File: config.mk
export PLATFORM = sky130hd
export DESIGN_NAME = uart_flow_regs
export DESIGN_NICKNAME = d
export VERILOG_FILES = /design/src/uart_flow_pkg.sv /design/src/uart_flow_regs.sv
export SDC_FILE = /design/constraint.sdc
export NUM_CORES = 1
export LEC_CHECK = 0
export BUFFER_PORTS_ARGS = -buffer_cell sky130_fd_sc_hd__clkbuf_2
export CAP_MARGIN = 0
export CELL_PAD_IN_SITES_DETAIL_PLACEMENT = 1
export CELL_PAD_IN_SITES_GLOBAL_PLACEMENT = 1
export CORE_ASPECT_RATIO = 0.8
export CORE_MARGIN = 4
export CORE_UTILIZATION = 40
export CTS_CLUSTER_DIAMETER = 40
export CTS_CLUSTER_SIZE = 25
export DETAILED_ROUTE_END_ITERATION = 6
export PLACE_DENSITY_LB_ADDON = 0.1
export SLEW_MARGIN = 0
export SYNTH_ARGS = -nofsm -noshare
export SYNTH_HDL_FRONTEND = slang
export SYNTH_SLANG_ARGS = --single-unit
export TNS_END_PERCENT = 1
File: constraint.sdc
create_clock -name aclk -period 4.5 [get_ports aclk]
set_clock_uncertainty 0.05 [all_clocks]
set_input_delay 0.675 -clock aclk [delete_from_list [all_inputs] [get_ports aclk]]
set_output_delay 0.675 -clock aclk [all_outputs]
set_load 0.02 [all_outputs]
File: src/uart_flow_pkg.sv
// Summary of operation
// - status bit 0 reads 1 while transmitter is held off by remote terminate
// - status bit 1 reads 1 after xoff or rts sent with dtr inactive
// - status bit 2 sets on received xon or xoff, cleared by read
// - xoff detect reaches interrupt status as level 6 when enabled
// - status bit 3 sets on special character, read clears, level 6 interrupt
// - tx trigger level register at 0x10, 8 bits, rw, resets zero
// - rx trigger level register at 0x11, 8 bits, rw, resets zero
// - flow low threshold at 0x12, rw, resets zero, releases hold-off
// - flow high threshold at 0x13, rw, resets zero, asserts hold-off
// - prescale bits 3:0 at 0x14 give n term, rw, reset zero
// - prescale bits 7:4 give m term, reset zero, software uses 0 to 2
// - offset 0x15 reads rx fill when select bit 4 set, else line-status fill
// - rx fill counter read-only, 8 bits, resets zero, shows rx fifo entries
// - line-status fill counter read-only, 8 bits, resets zero
// - enhanced auto rts drives rts inactive at high, releases below low
// - enhanced auto cts holds off transmit while cts inactive high
package uart_flow_pkg;
  localparam logic [11:0] off_second_xoff  = 12'h00e;
  localparam logic [11:0] off_adv_status   = 12'h00f;
  localparam logic [11:0] off_tx_trig      = 12'h010;
  localparam logic [11:0] off_rx_trig      = 12'h011;
  localparam logic [11:0] off_flow_low     = 12'h012;
  localparam logic [11:0] off_flow_high    = 12'h013;
  localparam logic [11:0] off_prescale     = 12'h014;
  localparam logic [11:0] off_fill_count   = 12'h015;
  localparam logic [11:0] off_irq_status   = 12'h020;
  localparam logic [11:0] off_irq_mask     = 12'h021;
  localparam logic [11:0] off_control      = 12'h022;
  localparam int          byte_addr_shift  = 2;
  localparam int          bit_terminate    = 0;
  localparam int          bit_remote_dis   = 1;
  localparam int          bit_xonoff_det   = 2;
  localparam int          bit_special_det  = 3;
  localparam int          ctl_enhanced     = 0;
  localparam int          ctl_auto_rts     = 1;
  localparam int          ctl_auto_cts     = 2;
  localparam int          ctl_level6_en    = 3;
  localparam int          ctl_fill_select  = 4;
  localparam logic [7:0]  reset_byte       = 8'h00;
  localparam logic [1:0]  resp_okay        = 2'h0;
  localparam logic [1:0]  resp_slverr      = 2'h2;
  // irq status bits: 0 tx level, 1 rx level, 2 xon/xoff, 3 special char
  localparam int          irq_tx_level     = 0;
  localparam int          irq_rx_level     = 1;
  localparam int          irq_xonoff       = 2;
  localparam int          irq_special      = 3;

  typedef enum logic [1:0] {wr_idle, wr_resp} wr_state_t;

  typedef struct packed {
    logic [7:0] second_xoff_character;
    logic [7:0] tx_irq_trigger_level;
    logic [7:0] rx_irq_trigger_level;
    logic [7:0] flow_low_threshold;
    logic [7:0] flow_high_threshold;
    logic [7:0] baud_prescale;
    logic [7:0] control;
    logic [3:0] irq_mask;
  } cfg_t;

  typedef struct packed {
    logic [7:0] rx_fill;
    logic [7:0] lsr_fill;
    logic [7:0] tx_fill;
  } fill_t;
endpackage : uart_flow_pkg

File: src/uart_flow_regs.sv
// Added by the designer: the AXI4-Lite register port.
module uart_flow_regs (
  input  wire logic                  aclk,
  input  wire logic                  aresetn,
  input  wire logic [11:0]           awaddr,
  input  wire logic                  awvalid,
  output logic                       awready,
  input  wire logic [31:0]           wdata,
  input  wire logic [3:0]            wstrb,
  input  wire logic                  wvalid,
  output logic                       wready,
  output logic [1:0]                 bresp,
  output logic                       bvalid,
  input  wire logic                  bready,
  input  wire logic [11:0]           araddr,
  input  wire logic                  arvalid,
  output logic                       arready,
  output logic [31:0]                rdata,
  output logic [1:0]                 rresp,
  output logic                       rvalid,
  input  wire logic                  rready,
  input  wire uart_flow_pkg::fill_t  fill,
  input  wire logic                  remote_terminate,
  input  wire logic                  flow_msg_sent_dtr_off,
  input  wire logic                  xonoff_received,
  input  wire logic                  special_received,
  input  wire logic                  cts_n,
  output logic                       rts_n,
  output logic                       tx_hold,
  output logic                       level6_irq,
  output logic [7:0]                 second_xoff_character,
  output logic [3:0]                 prescale_n_term,
  output logic [3:0]                 prescale_m_term,
  output logic                       irq
);

  typedef struct packed {
    uart_flow_pkg::cfg_t cfg;
    logic [3:0]          flags;
    logic [3:0]          irq_status;
    logic                aw_got;
    logic                w_got;
    logic [11:0]         aw_addr;
    logic [31:0]         w_data;
    logic [3:0]          w_strb;
    logic                awready;
    logic                wready;
    logic                bvalid;
    logic [1:0]          bresp;
    logic                arready;
    logic                rvalid;
    logic [31:0]         rdata;
    logic [1:0]          rresp;
    logic                rts_n;
    logic                tx_hold;
    logic                level6_irq;
    logic                irq;
  } state_t;

  state_t s_reg;
  state_t s_next;

  function automatic logic [9:0] word_index(input logic [11:0] a);
    word_index = a[11:2];
  endfunction : word_index

  function automatic logic known(input logic [9:0] i);
    known = (i >= uart_flow_pkg::off_second_xoff[9:0] && i <= uart_flow_pkg::off_fill_count[9:0])
         || (i >= uart_flow_pkg::off_irq_status[9:0] && i <= uart_flow_pkg::off_control[9:0]);
  endfunction : known

  logic        enh;
  logic [7:0]  ctl;
  logic [7:0]  rdval;
  logic [9:0]  ridx;
  logic [9:0]  widx;
  logic        rd_fire;
  logic        rd_clear_flags;
  logic        rd_clear_irq;
  logic [3:0]  flags_set;
  logic [3:0]  irq_set;

  always_comb begin
    s_next = s_reg;
    ctl = s_reg.cfg.control;
    enh = ctl[uart_flow_pkg::ctl_enhanced];
    ridx = word_index(araddr);
    widx = word_index(s_reg.aw_addr);
    rd_fire = arvalid && s_reg.arready;
    rd_clear_flags = rd_fire && ridx == uart_flow_pkg::off_adv_status[9:0];
    rd_clear_irq = rd_fire && ridx == uart_flow_pkg::off_irq_status[9:0];
    flags_set = 4'h0;
    flags_set[uart_flow_pkg::bit_xonoff_det] = xonoff_received;
    flags_set[uart_flow_pkg::bit_special_det] = special_received;
    // read value
    rdval = 8'h00;
    case (ridx)
      uart_flow_pkg::off_second_xoff[9:0]: rdval = s_reg.cfg.second_xoff_character;
      uart_flow_pkg::off_adv_status[9:0]:  rdval = {4'h0, s_reg.flags};
      uart_flow_pkg::off_tx_trig[9:0]:     rdval = s_reg.cfg.tx_irq_trigger_level;
      uart_flow_pkg::off_rx_trig[9:0]:     rdval = s_reg.cfg.rx_irq_trigger_level;
      uart_flow_pkg::off_flow_low[9:0]:    rdval = s_reg.cfg.flow_low_threshold;
      uart_flow_pkg::off_flow_high[9:0]:   rdval = s_reg.cfg.flow_high_threshold;
      uart_flow_pkg::off_prescale[9:0]:    rdval = s_reg.cfg.baud_prescale;
      uart_flow_pkg::off_fill_count[9:0]:  rdval = ctl[uart_flow_pkg::ctl_fill_select]
                                                   ? fill.rx_fill : fill.lsr_fill;
      uart_flow_pkg::off_irq_status[9:0]:  rdval = {4'h0, s_reg.irq_status};
      uart_flow_pkg::off_irq_mask[9:0]:    rdval = {4'h0, s_reg.cfg.irq_mask};
      uart_flow_pkg::off_control[9:0]:     rdval = ctl;
      default:                             rdval = 8'h00;
    endcase
    // read channel
    if (s_reg.rvalid && rready) begin
      s_next.rvalid = 1'b0;
      s_next.arready = 1'b1;
    end
    if (rd_fire) begin
      s_next.arready = 1'b0;
      s_next.rvalid = 1'b1;
      s_next.rdata = {24'h000000, rdval};
      s_next.rresp = known(ridx) ? uart_flow_pkg::resp_okay : uart_flow_pkg::resp_slverr;
    end
    // write channel
    if (awvalid && s_reg.awready) begin
      s_next.aw_got = 1'b1;
      s_next.aw_addr = awaddr;
      s_next.awready = 1'b0;
    end
    if (wvalid && s_reg.wready) begin
      s_next.w_got = 1'b1;
      s_next.w_data = wdata;
      s_next.w_strb = wstrb;
      s_next.wready = 1'b0;
    end
    if (s_reg.aw_got && s_reg.w_got && !s_reg.bvalid) begin
      s_next.bvalid = 1'b1;
      s_next.bresp = known(widx) ? uart_flow_pkg::resp_okay : uart_flow_pkg::resp_slverr;
      if (s_reg.w_strb[0]) begin
        case (widx)
          uart_flow_pkg::off_second_xoff[9:0]: s_next.cfg.second_xoff_character = s_reg.w_data[7:0];
          uart_flow_pkg::off_tx_trig[9:0]:     s_next.cfg.tx_irq_trigger_level = s_reg.w_data[7:0];
          uart_flow_pkg::off_rx_trig[9:0]:     s_next.cfg.rx_irq_trigger_level = s_reg.w_data[7:0];
          uart_flow_pkg::off_flow_low[9:0]:    s_next.cfg.flow_low_threshold = s_reg.w_data[7:0];
          uart_flow_pkg::off_flow_high[9:0]:   s_next.cfg.flow_high_threshold = s_reg.w_data[7:0];
          uart_flow_pkg::off_prescale[9:0]:    s_next.cfg.baud_prescale = s_reg.w_data[7:0];
          uart_flow_pkg::off_irq_mask[9:0]:    s_next.cfg.irq_mask = s_reg.w_data[3:0];
          uart_flow_pkg::off_control[9:0]:     s_next.cfg.control = {3'h0, s_reg.w_data[4:0]};
          default:                             s_next.cfg = s_reg.cfg;
        endcase
      end
    end
    if (s_reg.bvalid && bready) begin
      s_next.bvalid = 1'b0;
      s_next.aw_got = 1'b0;
      s_next.w_got = 1'b0;
      s_next.awready = 1'b1;
      s_next.wready = 1'b1;
    end
    // advanced status flags, set wins over read clear
    s_next.flags[uart_flow_pkg::bit_terminate] = remote_terminate;
    s_next.flags[uart_flow_pkg::bit_remote_dis] = flow_msg_sent_dtr_off;
    s_next.flags[3:2] = (rd_clear_flags ? 2'h0 : s_reg.flags[3:2]) | flags_set[3:2];
    // level 6 source
    s_next.level6_irq = ctl[uart_flow_pkg::ctl_level6_en]
                        && (s_next.flags[uart_flow_pkg::bit_xonoff_det]
                        || s_next.flags[uart_flow_pkg::bit_special_det]);
    // trigger level and received character events
    irq_set = 4'h0;
    irq_set[uart_flow_pkg::irq_tx_level] = fill.tx_fill <= s_reg.cfg.tx_irq_trigger_level;
    irq_set[uart_flow_pkg::irq_rx_level] = fill.rx_fill >= s_reg.cfg.rx_irq_trigger_level;
    irq_set[uart_flow_pkg::irq_xonoff] = xonoff_received;
    irq_set[uart_flow_pkg::irq_special] = special_received;
    s_next.irq_status = (rd_clear_irq ? 4'h0 : s_reg.irq_status) | irq_set;
    s_next.irq = |(s_next.irq_status & s_reg.cfg.irq_mask);
    // automatic flow control
    if (enh && ctl[uart_flow_pkg::ctl_auto_rts]) begin
      if (fill.rx_fill >= s_reg.cfg.flow_high_threshold) begin
        s_next.rts_n = 1'b1;
      end else if (fill.rx_fill < s_reg.cfg.flow_low_threshold) begin
        s_next.rts_n = 1'b0;
      end
    end else begin
      s_next.rts_n = 1'b0;
    end
    s_next.tx_hold = (enh && ctl[uart_flow_pkg::ctl_auto_cts] && cts_n) || remote_terminate;
  end

  always_ff @(posedge aclk) begin
    if (!aresetn) begin
      s_reg <= '0;
      s_reg.awready <= 1'b1;
      s_reg.wready <= 1'b1;
      s_reg.arready <= 1'b1;
    end else begin
      s_reg <= s_next;
    end
  end

  assign awready = s_reg.awready;
  assign wready = s_reg.wready;
  assign bresp = s_reg.bresp;
  assign bvalid = s_reg.bvalid;
  assign arready = s_reg.arready;
  assign rdata = s_reg.rdata;
  assign rresp = s_reg.rresp;
  assign rvalid = s_reg.rvalid;
  assign rts_n = s_reg.rts_n;
  assign tx_hold = s_reg.tx_hold;
  assign level6_irq = s_reg.level6_irq;
  assign second_xoff_character = s_reg.cfg.second_xoff_character;
  assign prescale_n_term = s_reg.cfg.baud_prescale[3:0];
  assign prescale_m_term = s_reg.cfg.baud_prescale[7:4];
  assign irq = s_reg.irq;

endmodule : uart_flow_regs

==> run_summary.xml <==
<?xml version="1.0" encoding="UTF-8"?>
<metrics>
  <group name="setup_path">
    <metric name="criticalPathCategory" unit="">reg2reg</metric>
    <metric name="timing.reg2reg.setup_slack" unit="ns">2.07</metric>
    <metric name="r2r_cells" unit="">5</metric>
    <metric name="cp_data_arrival_time" unit="ns">2.62</metric>
    <metric name="crit-reg2reg-capture" unit="">second_xoff_character[4]$_SDFFE_PN0P_</metric>
    <metric name="critPathCaptureType" unit="">flop</metric>
    <metric name="kind_of_start_point_of_the_critical_path" unit="">flop</metric>
    <metric name="worst-path-max-fanout" unit="">8</metric>
    <metric name="critical_path.reg2reg.startpoint" unit="">s_reg[92]$_SDFFE_PN0P_</metric>
    <metric name="critical_path_required" unit="ns">4.68</metric>
  </group>
  <group name="synthesis">
    <metric name="synthesis.yosys.warnings" unit="">0</metric>
    <metric name="syn-mean-instance-area" unit="µm²">8.62</metric>
    <metric name="yosys_register_bits" unit="">105</metric>
    <metric name="synth_flop_cell" unit="">dfxtp_1</metric>
    <metric name="netlist-cell-type-count" unit="">64</metric>
    <metric name="yosys.area.top_type_share" unit="">0.359</metric>
    <metric name="synthesis.instances" unit="">680</metric>
    <metric name="post-synth-top-area-cell" unit="">dfxtp_1</metric>
    <metric name="synth_seq_area_share" unit="">0.359</metric>
    <metric name="synth-edff-count" unit="">0</metric>
    <metric name="synth.cell_area" unit="mm²">0.00586</metric>
    <metric name="asyncSetResetFlopFracSynth" unit="">0</metric>
    <metric name="synth.top_cells.by_area" unit="">dfxtp_1 (36%), mux2i_1 (14%), buf_4 (6.8%)</metric>
  </group>
  <group name="routing">
    <metric name="drt.antenna.violating_nets" unit="">0</metric>
    <metric name="routed_wire_length_per_instance" unit="µm">20.5</metric>
    <metric name="drt_iter0_drc" unit="">320</metric>
    <metric name="drc" unit="">0</metric>
    <metric name="detail_route.first_pass.iterations" unit="">4</metric>
    <metric name="dr_total_vias" unit="">4989</metric>
    <metric name="drt-total-wl" unit="mm">19.0</metric>
    <metric name="viasPerCell" unit="">5.40</metric>
  </group>
  <group name="global_route">
    <metric name="via_count_of_the_first_global_routing_pass" unit="">5280</metric>
    <metric name="largest_net_degree_at_the_start_of_global_routing" unit="">39</metric>
    <metric name="grt_first_pass_wirelength" unit="mm">30.0</metric>
    <metric name="gr-usage-all-layers" unit="">0.236</metric>
    <metric name="antenna_found_initial" unit="">0</metric>
    <metric name="global_route.overflow_total" unit="">0</metric>
  </group>
  <group name="floorplan">
    <metric name="floorplan.die_area" unit="mm²">0.0167</metric>
    <metric name="rows" unit="">39</metric>
    <metric name="num_io_pins" unit="">157</metric>
    <metric name="start_util" unit="">0.410</metric>
    <metric name="chipHeight" unit="µm">116</metric>
    <metric name="floorplan_core_area" unit="mm²">0.0143</metric>
    <metric name="die_width" unit="µm">143</metric>
  </group>
  <group name="place">
    <metric name="io_buffers" unit="">99</metric>
    <metric name="dpl.hpwl" unit="mm">14.7</metric>
    <metric name="placement.setup.worst_slack" unit="ns">1.73</metric>
    <metric name="place.detailed.instances" unit="">908</metric>
    <metric name="routabilityCongestion" unit="">0.880</metric>
  </group>
  <group name="hold_path">
    <metric name="hold_path.startpoint" unit="">s_reg[89]$_SDFFE_PN0P_</metric>
    <metric name="hold_path_cells" unit="">2</metric>
    <metric name="timing.hold.worst_endpoint" unit="">s_reg[89]$_SDFFE_PN0P_</metric>
    <metric name="timing.hold.worst.class" unit="">reg2reg</metric>
  </group>
  <group name="run_status">
    <metric name="run_status" unit="">finished, final reports clean</metric>
  </group>
  <group name="sta">
    <metric name="report.final.setup_viol" unit="">0</metric>
    <metric name="slew_violations" unit="">0</metric>
    <metric name="grt_setup_unrepaired" unit="">no</metric>
    <metric name="final.setup.worst_slack" unit="ns">2.07</metric>
    <metric name="max_freq" unit="MHz">411</metric>
    <metric name="max_slew_margin" unit="">0.400</metric>
    <metric name="post-route-period-util" unit="">0.541</metric>
    <metric name="worst_slew_pin_slew" unit="ns">0.887</metric>
    <metric name="totalNegativeSetupSlack" unit="ns">0</metric>
    <metric name="post_layout_minimum_cycle_time" unit="ns">2.43</metric>
    <metric name="hold_violations" unit="">0</metric>
  </group>
  <group name="clock_network">
    <metric name="h-tree-depth" unit="">3</metric>
    <metric name="clock_buffer_depth" unit="">2</metric>
    <metric name="clock_tree.root_cell" unit="">clkbuf_16</metric>
    <metric name="cts.reportedPaths.clkPinSlew" unit="ns">0.08</metric>
    <metric name="total_clock_buffers_created_by_cts" unit="">9</metric>
    <metric name="clock_tree_from_tritoncts" unit="">done</metric>
    <metric name="post-cts-setup-buffers" unit="">0</metric>
    <metric name="clk_latency" unit="ns">0.36</metric>
    <metric name="tritoncts_num_sinks" unit="">105</metric>
    <metric name="cts_hold_buf" unit="">0</metric>
    <metric name="post_cts_resized" unit="">0</metric>
  </group>
  <group name="cells_and_area">
    <metric name="final_core_util" unit="">0.452</metric>
    <metric name="final_cells" unit="">924</metric>
    <metric name="areaGrowthSynthToFinish" unit="%">10.2</metric>
    <metric name="diodes" unit="">0</metric>
    <metric name="largest_register_ffs" unit="">65</metric>
    <metric name="fraction_of_layout_instances_using_a_drive_strength_above_1" unit="">0.184</metric>
    <metric name="finalNetCount" unit="">862</metric>
  </group>
  <group name="power_and_ir_drop">
    <metric name="ir_drop" unit="µV">199</metric>
    <metric name="finalPower" unit="mW">1.98</metric>
    <metric name="total_leakage_power" unit="nW">2.92</metric>
    <metric name="pwr_density_cell" unit="mW/mm²">306</metric>
  </group>
  <group name="run">
    <metric name="cap_violations" unit="">0</metric>
  </group>
</metrics>
==> Yosys cell counts, types with 4 or more instances <==
cell	number
a21o_1	7
nand2b_1	4
clkbuf_1	20
nand4_1	12
buf_2	9
a21oi_1	45
dfxtp_1	105
nor2b_1	9
inv_1	35
nor2_1	80
o21ai_0	11
o22ai_1	7
nor3_1	6
nor4_1	4
and2_1	7
a32oi_1	4
a211oi_1	4
buf_4	53
mux2i_1	80
nand2_1	64
ha_1	31
nand3_1	10
a31oi_1	8
==> cell type report <==
cell class,count,area [µm²]
repair buffers,103,526
well taps,184,230
clock buffers,10,229
flip-flops and latches,105,2100
fillers,1731,7840
inverters,36,135
multi-input cells,480,3190
clock inverters,6,52.6
==> worst max-delay path: stages (launching register included) <==
cell and delay, ns:
dfxtp_1 0.33, or4_4 0.58, nor3_1 0.36, nand4_2 0.59, mux2i_1 0.33, nor2_1 0.06
==> routing by layer <==
| metal | global-route usage | wire length, µm |
|---|---|---|
| met1 | 0.334 | 8960 |
| met2 | 0.368 | 8350 |
| met3 | 0.0520 | 1280 |
| met4 | 0.0615 | 382 |
| met5 | 0 | 0 |
==> report_power, final <==
group	switching (mW)	leakage [nW]	internal [mW]
Clock	0.384	0.136	0.385
Combinational	0.149	1.93	0.0766
Sequential	0.0319	0.854	0.951
Total	0.565	2.92	1.41
==> layout by cell type, fill, tap and decap left out, types with 3 or more instances in the layout <==
master / Yosys / layout
dfxtp_1: 105 / 105
clkbuf_16: 0 / 9
conb_1: 1 / 26
or3_1: 3 / 3
nor2b_1: 9 / 9
nor4_1: 4 / 4
o22ai_1: 7 / 7
a211o_1: 3 / 3
a21o_1: 7 / 7
clkbuf_2: 0 / 99
mux2i_1: 80 / 80
o211ai_1: 3 / 3
a32oi_1: 4 / 4
nor2_1: 80 / 80
buf_4: 53 / 4
ha_1: 31 / 31
a31oi_1: 8 / 8
a21oi_1: 45 / 45
a211oi_1: 4 / 4
inv_1: 35 / 35
nor3_1: 6 / 6
nand2b_1: 4 / 4
nor4_4: 3 / 3
a22o_1: 3 / 3
nand2_1: 64 / 64
o21ai_0: 11 / 11
and3_1: 3 / 3
nand4_1: 12 / 12
nand2_2: 3 / 3
nand3_1: 10 / 10
and2_1: 7 / 7
nor3b_1: 3 / 3
==> logic make-up (layout without fill, tap and decap cells) <==
logic type	Yosys count	count (layout)	share of synthesized area
other	1	26	0.000640
buffers and inverters	120	155	0.114
xor gates and xnor gates	1	1	0.00149
DFF	105	105	0.359
muxes	81	81	0.138
AOI/OAI and AO/OA	118	118	0.132
and+or+nand+nor	223	223	0.189
adders and majority gates	31	31	0.0662
==> stage by stage <==
stage | hold slack [ns] | cell area, µm²
finish | 0.413 | 6460
global route | 0.441 | 6460
CTS | 0.413 | 6460
detailed placement | 0.403 | 6180
global placement | 0.395 | 6180
floorplan | 0.375 | 5960
==> worst max-delay path by stage <==
stage,from,end,cells past startpoint
floorplan,araddr[3],irq$_SDFF_PN0_,6
global placement,araddr[2],rdata[4]$_SDFFE_PN0P_,7
detailed placement,araddr[2],rdata[1]$_SDFFE_PN0P_,7
CTS,araddr[2],rdata[0]$_SDFFE_PN0P_,7
global route,araddr[2],rdata[4]$_SDFFE_PN0P_,7
finish,s_reg[92]$_SDFFE_PN0P_,second_xoff_character[4]$_SDFFE_PN0P_,5
Note: power is estimated with default switching activity, not from simulation.
